File: src/verilog/satc_pkg.sv
package satc_pkg;

  // data widths
  localparam int IN_W   = 16;
  localparam int GAIN_W = 12;
  localparam int OFFS_W = 15;
  localparam int THR_W  = 16;
  localparam int PROD_W = IN_W + GAIN_W;
  localparam int SCL_W  = 24;
  localparam int CMP_W  = 25;
  localparam int DEC_W  = 2;

  // gain carries two decimals: 100 counts per unit
  localparam int GAIN_SCALE = 100;
  localparam int GAIN_LIM   = 1000;
  localparam int OFFS_LIM   = 10000;
  localparam int THR_LIM    = 20000;

  // register byte offsets
  localparam logic [7:0] REG_CTRL   = 8'h00;
  localparam logic [7:0] REG_GAIN   = 8'h04;
  localparam logic [7:0] REG_OFFSET = 8'h08;
  localparam logic [7:0] REG_ON     = 8'h0C;
  localparam logic [7:0] REG_OFFDLT = 8'h10;
  localparam logic [7:0] REG_STATUS = 8'h14;
  localparam logic [7:0] REG_VALUE  = 8'h18;

  // field positions
  localparam int CTRL_MODE_BIT = 0;
  localparam int CTRL_DEC_LSB  = 1;
  localparam int STAT_Q_BIT    = 0;
  localparam int STAT_SEEN_BIT = 1;

  // reset values
  localparam logic signed [GAIN_W-1:0] GAIN_RST   = 12'h064;
  localparam logic signed [OFFS_W-1:0] OFFS_RST   = 15'h0000;
  localparam logic signed [THR_W-1:0]  ON_RST     = 16'h0000;
  localparam logic signed [THR_W-1:0]  OFFDLT_RST = 16'h0000;
  localparam logic [DEC_W-1:0]         DEC_RST    = 2'h0;

  localparam logic [1:0] RESP_OKAY   = 2'h0;
  localparam logic [1:0] RESP_SLVERR = 2'h2;

  typedef enum logic [0:0] {
    SATC_DIFF_TRIG = 1'b0,
    SATC_COMPARE   = 1'b1
  } satc_mode_e;

  typedef struct packed {
    satc_mode_e                 mode;
    logic signed [GAIN_W-1:0]   gain;
    logic signed [OFFS_W-1:0]   offset;
    logic signed [THR_W-1:0]    on_thr;
    logic signed [THR_W-1:0]    off_or_delta;
  } satc_cfg_s;

  typedef struct packed {
    logic signed [IN_W-1:0] primary_analog_input;
    logic signed [IN_W-1:0] secondary_analog_input;
  } satc_sample_s;

  // limit a written word to +/-lim
  function automatic logic signed [31:0] satc_clamp(input logic signed [31:0] v,
                                                    input int lim);
    logic signed [31:0] l;
    l = 32'(lim);
    if (v > l)
      return l;
    else if (v < -l)
      return -l;
    return v;
  endfunction

endpackage

File: src/verilog/satc_top.sv
// Added by the designer: register access over AXI4-Lite and the register addresses.
`timescale 1ns/1ns
`default_nettype none
module satc_top
  import satc_pkg::*;
#(
  parameter int ADDR_W = 8
)
(
  input  wire logic              clk,
  input  wire logic              reset,
  input  wire logic              ce,
  input  wire logic [ADDR_W-1:0] s_axi_awaddr,
  input  wire logic              s_axi_awvalid,
  output logic                   s_axi_awready,
  input  wire logic [31:0]       s_axi_wdata,
  input  wire logic [3:0]        s_axi_wstrb,
  input  wire logic              s_axi_wvalid,
  output logic                   s_axi_wready,
  output logic [1:0]             s_axi_bresp,
  output logic                   s_axi_bvalid,
  input  wire logic              s_axi_bready,
  input  wire logic [ADDR_W-1:0] s_axi_araddr,
  input  wire logic              s_axi_arvalid,
  output logic                   s_axi_arready,
  output logic [31:0]            s_axi_rdata,
  output logic [1:0]             s_axi_rresp,
  output logic                   s_axi_rvalid,
  input  wire logic              s_axi_rready,
  input  wire logic              sample_valid,
  input  wire satc_sample_s      sample,
  output logic                   q,
  output logic                   eval_done
);

  satc_cfg_s                cfg_q;
  logic [DEC_W-1:0]         dec_q;
  logic                     seen_q;
  logic signed [CMP_W-1:0]  value_q;
  logic                     scl_valid;
  logic signed [SCL_W-1:0]  scl0;
  logic signed [SCL_W-1:0]  scl1;
  logic signed [CMP_W-1:0]  cmp_v;
  logic signed [CMP_W-1:0]  on_ext;
  logic signed [CMP_W-1:0]  off_ext;
  logic                     hyst;
  logic                     q_d;
  logic                     aw_have_q;
  logic                     w_have_q;
  logic [ADDR_W-1:0]        awaddr_q;
  logic [31:0]              wdata_q;
  logic [3:0]               wstrb_q;
  logic                     aw_hs;
  logic                     w_hs;
  logic                     do_write;
  logic                     b_done;
  logic                     bvalid_d;
  logic                     aw_have_d;
  logic                     w_have_d;
  logic [31:0]              wr_old;
  logic [31:0]              wr_new;
  logic                     wr_hit;
  logic [31:0]              rd_word;
  logic                     rd_hit;

  ////////////////////////////////////////////////////////////////////////////
  // register read view

  function automatic logic [31:0] reg_word(input logic [ADDR_W-1:0] a, output logic hit);
    logic [31:0] w;
    w   = '0;
    hit = 1'b1;
    case (8'(a))
      REG_CTRL:
      begin
        w[CTRL_MODE_BIT] = cfg_q.mode;
        w[CTRL_DEC_LSB +: DEC_W] = dec_q;
      end
      REG_GAIN:   w = 32'(cfg_q.gain);
      REG_OFFSET: w = 32'(cfg_q.offset);
      REG_ON:     w = 32'(cfg_q.on_thr);
      REG_OFFDLT: w = 32'(cfg_q.off_or_delta);
      REG_STATUS:
      begin
        w[STAT_Q_BIT]    = q;
        w[STAT_SEEN_BIT] = seen_q;
      end
      REG_VALUE:  w = 32'(value_q);
      default:    hit = 1'b0;
    endcase
    return w;
  endfunction

  always_comb
  begin
    wr_old = reg_word(awaddr_q, wr_hit);
    rd_word = reg_word(s_axi_araddr, rd_hit);
    wr_new = wr_old;
    for (int b = 0; b < 4; b++)
      if (wstrb_q[b])
        wr_new[8*b +: 8] = wdata_q[8*b +: 8];
  end

  ////////////////////////////////////////////////////////////////////////////
  // write channel: address and data in either order, one write at a time

  assign aw_hs     = s_axi_awvalid && s_axi_awready;
  assign w_hs      = s_axi_wvalid && s_axi_wready;
  assign do_write  = aw_have_q && w_have_q && !s_axi_bvalid;
  assign b_done    = s_axi_bvalid && s_axi_bready;
  assign bvalid_d  = do_write || (s_axi_bvalid && !b_done);
  assign aw_have_d = (aw_have_q || aw_hs) && !do_write;
  assign w_have_d  = (w_have_q || w_hs) && !do_write;

  always_ff @(posedge clk or posedge reset)
  begin
    if (reset)
    begin
      aw_have_q     <= 1'b0;
      w_have_q      <= 1'b0;
      s_axi_awready <= 1'b0;
      s_axi_wready  <= 1'b0;
      s_axi_bvalid  <= 1'b0;
      s_axi_bresp   <= RESP_OKAY;
      awaddr_q      <= '0;
      wdata_q       <= '0;
      wstrb_q       <= '0;
    end
    else if (ce)
    begin
      aw_have_q     <= aw_have_d;
      w_have_q      <= w_have_d;
      // ready only drops on the taking edge, so valid is never missed
      s_axi_awready <= !aw_have_d && !bvalid_d;
      s_axi_wready  <= !w_have_d && !bvalid_d;
      s_axi_bvalid  <= bvalid_d;
      if (aw_hs)
        awaddr_q <= s_axi_awaddr;
      if (w_hs)
      begin
        wdata_q <= s_axi_wdata;
        wstrb_q <= s_axi_wstrb;
      end
      if (do_write)
        s_axi_bresp <= wr_hit ? RESP_OKAY : RESP_SLVERR;
    end
  end

  always_ff @(posedge clk or posedge reset)
  begin
    if (reset)
    begin
      cfg_q.mode         <= SATC_DIFF_TRIG;
      cfg_q.gain         <= GAIN_RST;
      cfg_q.offset       <= OFFS_RST;
      cfg_q.on_thr       <= ON_RST;
      cfg_q.off_or_delta <= OFFDLT_RST;
      dec_q              <= DEC_RST;
    end
    else if (ce && do_write)
    begin
      case (8'(awaddr_q))
        REG_CTRL:
        begin
          cfg_q.mode <= satc_mode_e'(wr_new[CTRL_MODE_BIT]);
          dec_q      <= wr_new[CTRL_DEC_LSB +: DEC_W];
        end
        REG_GAIN:   cfg_q.gain   <= GAIN_W'(satc_clamp(wr_new, GAIN_LIM));
        REG_OFFSET: cfg_q.offset <= OFFS_W'(satc_clamp(wr_new, OFFS_LIM));
        REG_ON:     cfg_q.on_thr <= THR_W'(satc_clamp(wr_new, THR_LIM));
        REG_OFFDLT: cfg_q.off_or_delta <= THR_W'(satc_clamp(wr_new, THR_LIM));
        default:    ;
      endcase
    end
  end

  ////////////////////////////////////////////////////////////////////////////
  // read channel

  always_ff @(posedge clk or posedge reset)
  begin
    if (reset)
    begin
      s_axi_arready <= 1'b0;
      s_axi_rvalid  <= 1'b0;
      s_axi_rdata   <= '0;
      s_axi_rresp   <= RESP_OKAY;
    end
    else if (ce)
    begin
      if (s_axi_arvalid && s_axi_arready)
      begin
        s_axi_arready <= 1'b0;
        s_axi_rvalid  <= 1'b1;
        s_axi_rdata   <= rd_word;
        s_axi_rresp   <= rd_hit ? RESP_OKAY : RESP_SLVERR;
      end
      else if (s_axi_rvalid && s_axi_rready)
        s_axi_rvalid <= 1'b0;
      else if (!s_axi_rvalid)
        s_axi_arready <= 1'b1;
    end
  end

  ////////////////////////////////////////////////////////////////////////////
  // scaling and decision

  satc_scale u_scale (
    .clk       (clk),
    .reset     (reset),
    .ce        (ce),
    .in_valid  (sample_valid),
    .samp      (sample),
    .gain      (cfg_q.gain),
    .offset    (cfg_q.offset),
    .out_valid (scl_valid),
    .scaled0   (scl0),
    .scaled1   (scl1)
  );

  always_comb
  begin
    on_ext = CMP_W'(cfg_q.on_thr);
    if (cfg_q.mode == SATC_COMPARE)
    begin
      cmp_v   = CMP_W'(scl0) - CMP_W'(scl1);
      off_ext = CMP_W'(cfg_q.off_or_delta);
    end
    else
    begin
      cmp_v   = CMP_W'(scl0);
      off_ext = on_ext + CMP_W'(cfg_q.off_or_delta);
    end
  end

  // decimals never reach the comparison
  satc_decide u_decide (
    .value   (cmp_v),
    .on_thr  (on_ext),
    .off_thr (off_ext),
    .q_prev  (q),
    .hyst    (hyst),
    .q_next  (q_d)
  );

  always_ff @(posedge clk or posedge reset)
  begin
    if (reset)
    begin
      q         <= 1'b0;
      eval_done <= 1'b0;
      seen_q    <= 1'b0;
      value_q   <= '0;
    end
    else if (ce)
    begin
      eval_done <= scl_valid;
      if (scl_valid)
      begin
        q       <= q_d;
        value_q <= cmp_v;
        seen_q  <= 1'b1;
      end
    end
  end

  ////////////////////////////////////////////////////////////////////////////
  // checks

  a_gain_in_range: assert property (@(posedge clk) disable iff (reset)
    (cfg_q.gain <= 12'sd1000) && (cfg_q.gain >= -12'sd1000) && (cfg_q.offset <= 15'sd10000)
    && (cfg_q.offset >= -15'sd10000)) else $error("gain or offset out of range");

  a_thr_in_range: assert property (@(posedge clk) disable iff (reset)
    (cfg_q.on_thr <= 16'sd20000) && (cfg_q.on_thr >= -16'sd20000)
    && (cfg_q.off_or_delta <= 16'sd20000) && (cfg_q.off_or_delta >= -16'sd20000))
    else $error("threshold out of range");

  a_scale_latency: assert property (@(posedge clk) disable iff (reset)
    (sample_valid && ce) |=> scl_valid)
    else $error("scaled result missing");

  // off = on + delta, so the hysteresis branch must follow the sign of delta
  a_off_derived: assert property (@(posedge clk) disable iff (reset)
    (cfg_q.mode == SATC_DIFF_TRIG) |-> (hyst == (cfg_q.off_or_delta <= 16'sd0)))
    else $error("derived off threshold wrong");

  a_hyst_set: assert property (@(posedge clk) disable iff (reset)
    (scl_valid && ce && hyst && cmp_v > on_ext) |=> q && eval_done)
    else $error("output not set above on");

  a_hyst_clear: assert property (@(posedge clk) disable iff (reset)
    (scl_valid && ce && hyst && cmp_v < off_ext) |=> !q && eval_done)
    else $error("output not cleared below off");

  a_window_level: assert property (@(posedge clk) disable iff (reset)
    (scl_valid && ce && !hyst) |=> q == ($past(cmp_v) >= $past(on_ext)
    && $past(cmp_v) < $past(off_ext))) else $error("window output wrong");

  a_hyst_hold: assert property (@(posedge clk) disable iff (reset)
    (scl_valid && ce && hyst && cmp_v <= on_ext && cmp_v >= off_ext) |=> $stable(q))
    else $error("output not held between thresholds");

  a_diff_value: assert property (@(posedge clk) disable iff (reset)
    (scl_valid && ce && cfg_q.mode == SATC_COMPARE)
    |=> value_q == CMP_W'($past(scl0)) - CMP_W'($past(scl1))) else $error("difference wrong");

  a_write_resp: assert property (@(posedge clk) disable iff (reset)
    (do_write && ce) |=> s_axi_bvalid) else $error("write response missing");

endmodule
`default_nettype wire

File: src/verilog/satc_scale.sv
`timescale 1ns/1ns
`default_nettype none
module satc_scale
  import satc_pkg::*;
(
  input  wire logic                     clk,
  input  wire logic                     reset,
  input  wire logic                     ce,
  input  wire logic                     in_valid,
  input  wire satc_sample_s             samp,
  input  wire logic signed [GAIN_W-1:0] gain,
  input  wire logic signed [OFFS_W-1:0] offset,
  output logic                          out_valid,
  output logic signed [SCL_W-1:0]       scaled0,
  output logic signed [SCL_W-1:0]       scaled1
);

  logic signed [IN_W-1:0]  raw   [2];
  logic signed [SCL_W-1:0] res_q [2];

  assign raw[0]  = samp.primary_analog_input;
  assign raw[1]  = samp.secondary_analog_input;
  assign scaled0 = res_q[0];
  assign scaled1 = res_q[1];

  ////////////////////////////////////////////////////////////////////////////
  // both channels share one gain and one offset
  for (genvar c = 0; c < 2; c++)
  begin : g_chan
    logic signed [PROD_W-1:0] prod;
    logic signed [PROD_W-1:0] quot;
    assign prod = PROD_W'(raw[c]) * PROD_W'(gain);
    // truncates toward zero; sub-unit remainder is dropped
    assign quot = prod / PROD_W'(GAIN_SCALE);
    always_ff @(posedge clk or posedge reset)
    begin
      if (reset)
        res_q[c] <= '0;
      else if (ce && in_valid)
        res_q[c] <= SCL_W'(quot) + SCL_W'(offset);
    end
  end

  always_ff @(posedge clk or posedge reset)
  begin
    if (reset)
      out_valid <= 1'b0;
    else if (ce)
      out_valid <= in_valid;
  end

endmodule
`default_nettype wire

File: src/verilog/satc_decide.sv
`timescale 1ns/1ns
`default_nettype none
module satc_decide
  import satc_pkg::*;
(
  input  wire logic signed [CMP_W-1:0] value,
  input  wire logic signed [CMP_W-1:0] on_thr,
  input  wire logic signed [CMP_W-1:0] off_thr,
  input  wire logic                    q_prev,
  output logic                         hyst,
  output logic                         q_next
);

  always_comb
  begin
    hyst = (on_thr >= off_thr);
    if (hyst)
    begin
      if (value > on_thr)
        q_next = 1'b1;
      else if (value < off_thr)
        q_next = 1'b0;
      else
        q_next = q_prev;
    end
    else
      q_next = (value >= on_thr) && (value < off_thr);
  end

endmodule
`default_nettype wire

File: config.mk
export PLATFORM = sky130hd
export DESIGN_NAME = satc_top
export DESIGN_NICKNAME = d
export VERILOG_FILES = /design/src/verilog/satc_pkg.sv /design/src/verilog/satc_top.sv /design/src/verilog/satc_scale.sv /design/src/verilog/satc_decide.sv
export SDC_FILE = /design/constraint.sdc
export NUM_CORES = 2
export LEC_CHECK = 0
export BUFFER_PORTS_ARGS = -buffer_cell sky130_fd_sc_hd__buf_4
export CAP_MARGIN = 20
export CORE_ASPECT_RATIO = 1.1
export CORE_MARGIN = 1
export CORE_UTILIZATION = 60
export DETAILED_ROUTE_END_ITERATION = 16
export PLACE_DENSITY = 0.87
export SYNTH_ARGS = -nofsm -noshare
export SYNTH_HDL_FRONTEND = slang
export SYNTH_HIERARCHICAL = 1
export SYNTH_SLANG_ARGS = --single-unit
File: constraint.sdc
create_clock -name clk -period 36.1 [get_ports clk]
set_input_delay 1.805 -clock clk [delete_from_list [all_inputs] [get_ports clk]]
set_output_delay 1.805 -clock clk [all_outputs]
set_load 0.02 [all_outputs]
### After elaboration in Yosys (flattened, before gate mapping)

Cells that the tools add are included.

* register bits: 226
* word-level logic and storage cells: 149

* $add $sub $neg: 4
* multipliers: 2
* div/mod/pow operators: 2
* magnitude comparators: 10
* equality and inequality tests: 15
* multiplexer cells: 48
* reductions and logical operators: 42

Operators by type and width (count)
* 29-bit one-hot mux with 5 select lines: 2
* 16-bit two-way mux: 4
* 28-bit by 8-bit divider with 28-bit output, second input constant: 2
* 16-bit by 12-bit multiplier with 28-bit output: 2
* 25-bit two-way mux: 2
* 24-bit by 15-bit adder with 24-bit output: 2
* 8-bit by 5-bit equality test with 1-bit output, second input constant: 6
* 15-bit two-way mux: 3
* 12-bit two-way mux: 3
* 8-bit by 4-bit equality test with 1-bit output, second input constant: 4
* 32-bit by 11-bit > comparator with 1-bit output, second input constant: 1
* 32-bit by 15-bit > comparator with 1-bit output, second input constant: 1
* 32-bit by 16-bit > comparator with 1-bit output, second input constant: 1
* 32-bit by 11-bit less-than comparator with 1-bit output, second input constant: 1
* 32-bit by 15-bit less-than comparator with 1-bit output, second input constant: 1
* 32-bit by 16-bit less-than comparator with 1-bit output, second input constant: 1
* 8-bit two-way mux: 4
* 2-bit one-hot mux with 7 select lines: 2
* 16-bit by 25-bit >= comparator with 1-bit output: 1
* 25-bit by 16-bit >= comparator with 1-bit output: 1
* 25-bit by 16-bit > comparator with 1-bit output: 1
* 25-bit less-than comparator: 1
* 24-bit by 24-bit subtractor with 25-bit output: 1
* 1-bit two-way mux: 24
* 15 further kinds: 52

### Longest topological paths before layout

* word-level depth: 9
* gate-level depth with buffers: 114
* mapped depth without buffers: 100

### By module

The synthesis kept the hierarchy.

Modules (own cells, without submodules)
* satc_scale: instances 1, cells an instance 3806, area each 30135.2 um2, sequential area each 1226.2 um2
* satc_top: instances 1, cells an instance 1229, area each 11074.4 um2, sequential area each 4207.8 um2
* satc_decide: instances 1, cells an instance 252, area each 1860.5 um2, sequential area each 0.0 um2

### Least setup slack after synthesis

OpenSTA, ideal clock, no wires.

* path kind: in2reg
* start point: input sample[5] in the netlist's numbering
* end point: register u_scale.res_q, in the netlist u_scale/scaled1[23]
* arrival time: 24.637 ns
* setup slack: 11.334 ns
* stages on the path: 106
* path buffers: 9
* cell sequence: clkbuf_1 -> nand2_1 -> fa_1 -> inv_1 -> fa_1 -> fa_1 -> fa_1 -> inv_1 -> fa_1 -> inv_1 -> ha_1 -> buf_2 -> a21o_1 -> a31oi_1 -> o21ai_0 -> or3_2 -> a221oi_4 -> nand3_1 -> [... 70 more ...] -> a21oi_1 -> o21bai_1 -> a21oi_1 -> o21bai_1 -> a21oi_1 -> o21bai_1 -> a21oi_1 -> o21bai_1 -> a21oi_1 -> o21bai_1 -> a21oi_1 -> o21bai_1 -> a21oi_1 -> o21bai_1 -> a21oi_1 -> xor2_1 -> xnor2_1 -> o21ai_1

* word-level cells in the longest chain between the ends: 3

Ends and longest elaborated chain
* start: declaration: line satc_top.sv:31 `input wire satc_sample_s sample,`
* 16-bit by 12-bit multiplier with 28-bit output: line satc_scale.sv:32 `assign prod = PROD_W'(raw[c]) * PROD_W'(gain);`
* 28-bit by 8-bit divider with 28-bit output: line satc_scale.sv:34 `assign quot = prod / PROD_W'(GAIN_SCALE);`
* 24-bit by 15-bit adder with 24-bit output: line satc_scale.sv:40 `res_q[c] <= SCL_W'(quot) + SCL_W'(offset);`
* end signal: indexed assignment: line satc_scale.sv:40
* end: declaration: line satc_scale.sv:19 `logic signed [SCL_W-1:0] res_q [2];`

Every way passes these cells.
A chain may end at the register's enable or synchronous reset.

### Final worst setup path

* start point: input sample[15] in the netlist's numbering
* end point: register u_scale.res_q, in the netlist u_scale/scaled1[23]

The elaborated chain is that of the path after synthesis.

==> results.cfg <==
[sta]
tightest_slew_ns = 1.03
maxSlewHeadroom_pct = 31.6
rsz0062_at_grt = false
tns_ns = 0
finalCritPeriodShare_pct = 80.1
fmax_mhz = 34.6
period_needed_ns = 28.91
finalSetupViolCount = 0
maxSlewViolCount = 0
finalHoldViolCount = 0
worst_clock_skew_ns = 0.0246
fin_ws_ns = 7.19

[global_routing]
grt_max_degree = 95
grt_usage_pct = 35.2
grt_pass1_vias = 40700
antenna_found_initial = 7
grt_pass1_wl_um = 211000
overflow = 0

[outcome]
outcome = finished, final reports clean

[route]
firstDrtPassIters = 9
drc = 0
routedWlPerCell_um = 21.2
ant_nets = 0
via_per_inst = 6.60
drt-initial-drc-count = 4238
vias = 41000
drt-total-wl_um = 131000

[clock_network]
cts_hold_buffers = 0
cts_root_buf = clkbuf_16
postCtsResizedCells = 0
post_cts_buffers = 0
clkSinkCount = 217
htree_levels = 1
clk_path_buf_depth = 3
clk_pin_slew_ns = 0.06
cts_tree = done
clk_latency_ns = 0.55
cts_buffers = 22

[logic_synthesis]
yosysWarnings = 6
synth_top_cell_by_area = fa_1
synth-edff-count = 0
synth_async_sr_flop_share_pct = 100
netlist_area_mm2 = 0.0431
ys_ff_latch = 217
synth.area.top_cells = fa_1 17%, dfrtp_1 12%, ha_1 8.2%
syn_inst = 5287
synth_area_per_cell_um2 = 8.15
synth_cell_type_count = 172
synth_top_area_share_pct = 16.7
yosysSeqAreaShare_pct = 12.6
synthFlopType = dfrtp_1

[worst_hold_path]
min_path_cells = 2
hold_path.class = flop to flop

[critical_path]
critPathKind = input pin to flop
slowest_delay_ns = 0.79
slowest_stage = xnor2_1
crit_arrival_ns = 29.30
critPathMaxFanout = 18
crit_path_start_kind = input pin
rr_worst_depth = 97
crit_top_cell = a21oi_1
critPathRequiredTime_ns = 36.48
end_kind = flop

[placement]
dp_hpwl_um = 102000
port_buffers = 133
routabilityCongestion = 1.06
dp_slack_ns = 7.18

[finish]
drive_gt1_share_pct = 11.0
nFillCells = 5924
nNetsFinal = 5984
area_delta_synth_final_pct = 5.05

[floorplanning]
dieArea_mm2 = 0.0729
die_h_um = 283
row_count = 102
io_pins = 136
core_mm2 = 0.0707
start_util_pct = 60.9
die_w_um = 257

[run]
drv_cap = 0
sequential cells by signal, indices dropped and copies added (netlist names), 4 cells and up:
| register | cells |
|---|---|
| cfg_q | 60 |
| wdata_q | 32 |
| s_axi_rdata | 25 |
| value_q | 25 |
| u_scale/scaled0 | 24 |
| u_scale/scaled1 | 24 |
| awaddr_q | 8 |
| wstrb_q | 4 |
cells in the mapped netlist (25+ instances only):
| master | instances |
|---|---|
| nand2_1 | 658 |
| inv_1 | 592 |
| fa_1 | 360 |
| nor2_1 | 309 |
| ha_1 | 282 |
| a21oi_1 | 262 |
| xnor2_1 | 224 |
| dfrtp_1 | 214 |
| o21ai_0 | 213 |
| clkbuf_1 | 155 |
| and2_1 | 151 |
| mux2_2 | 101 |
| nor3_1 | 100 |
| a31oi_1 | 93 |
| nand3_1 | 89 |
| xor2_1 | 83 |
| a21o_1 | 62 |
| o21ai_1 | 53 |
| o31ai_1 | 53 |
| and3_1 | 51 |
| nand4_1 | 47 |
| nand2b_1 | 46 |
| o21bai_1 | 46 |
| o211ai_1 | 45 |
| a22oi_1 | 44 |
| o21a_1 | 43 |
| mux2i_1 | 37 |
| a211oi_1 | 36 |
| or3_1 | 28 |
| buf_4 | 27 |
| o22ai_1 | 27 |
| a211o_1 | 25 |
| nor4_1 | 25 |
final cells by class:
class                      count  area [um^2]  area share, %
timing repair buffer         166         1270           2.80
antenna                        7         17.5         0.0387
clock inverter                12          165          0.365
multi-input combinational   4247        34400           76.0
inverter                     595         2240           4.95
clock buffer                  28          583           1.29
tap                          936         1170           2.59
sequential                   217         5440           12.0
metal layers:
layer,vias up,GRT usage (%),wire (um)
met3,468,4.63,9990
met1,19900,43.3,50600
met4,4,19.3,7690
met2,1981,59.5,63100
li1,18600,-,-
met5,-,0,30
cell usage in the layout, fill, tap and decap left out, types with 28 or more instances in the layout:
master / n
o21a_1: 43
nand4_1: 47
and3_1: 51
o31ai_1: 53
o21ai_0: 213
nor3_1: 100
or3_1: 28
mux2i_1: 37
nor2_1: 309
a22oi_1: 44
xnor2_1: 223
nand2_1: 657
nand3_1: 88
o21bai_1: 46
dfrtp_1: 213
a21o_1: 62
mux2_2: 101
buf_4: 165
fa_1: 360
o21ai_1: 53
a31oi_1: 93
o211ai_1: 45
and2_1: 151
a211oi_1: 36
nand2b_1: 46
a21oi_1: 262
inv_1: 590
xor2_1: 82
ha_1: 282
through the flow:
stage	utilization, %	std cells	instance area [um^2]	hold WS [ns]
floorplan	-	5288	43100	0.450
global placement	62.9	6160	44500	0.463
detailed placement	62.9	6160	44500	0.473
CTS	63.9	6200	45200	0.487
global route	64.0	6207	45200	0.495
finish	64.0	6208	45200	0.488
worst max-delay path: cells and delay by family:
family,cells,cell delay [ns]
simple gates,18,5.43
buf+inv,6,0.50
compound gates,59,14.96
xor+xnor,5,1.55
fa+ha+maj,8,3.73
mux,3,1.27
cell families after synthesis:
group,Yosys count,share of synthesized area [%]
AND/OR/NAND/NOR,1696,19.4
AO/OA/AOI/OAI,1432,24.6
multiplexers,143,3.67
XOR/XNOR,321,6.80
buffers and inverters,824,7.69
flip-flops,217,12.6
adder cells (fa/ha/maj),653,25.2
other,1,0.00871
path summary, 6_finish.rpt:
check                                     start             endpoint  slack, ns
worst max-delay path                 sample[15]  u_scale/scaled1[23]       7.19
worst min-delay path            s_axi_rdata[16]      s_axi_rdata[16]       0.49
worst max register to register        cfg_q[58]  u_scale/scaled1[23]       7.34
worst min register to register  s_axi_rdata[16]      s_axi_rdata[16]       0.49
max in group asynchronous                 reset            cfg_q[59]      33.06
min in group asynchronous                 reset          value_q[11]       1.45
Power is not shown: default switching activity piles up to over one toggle a cycle in this logic, so the estimate is an artifact.
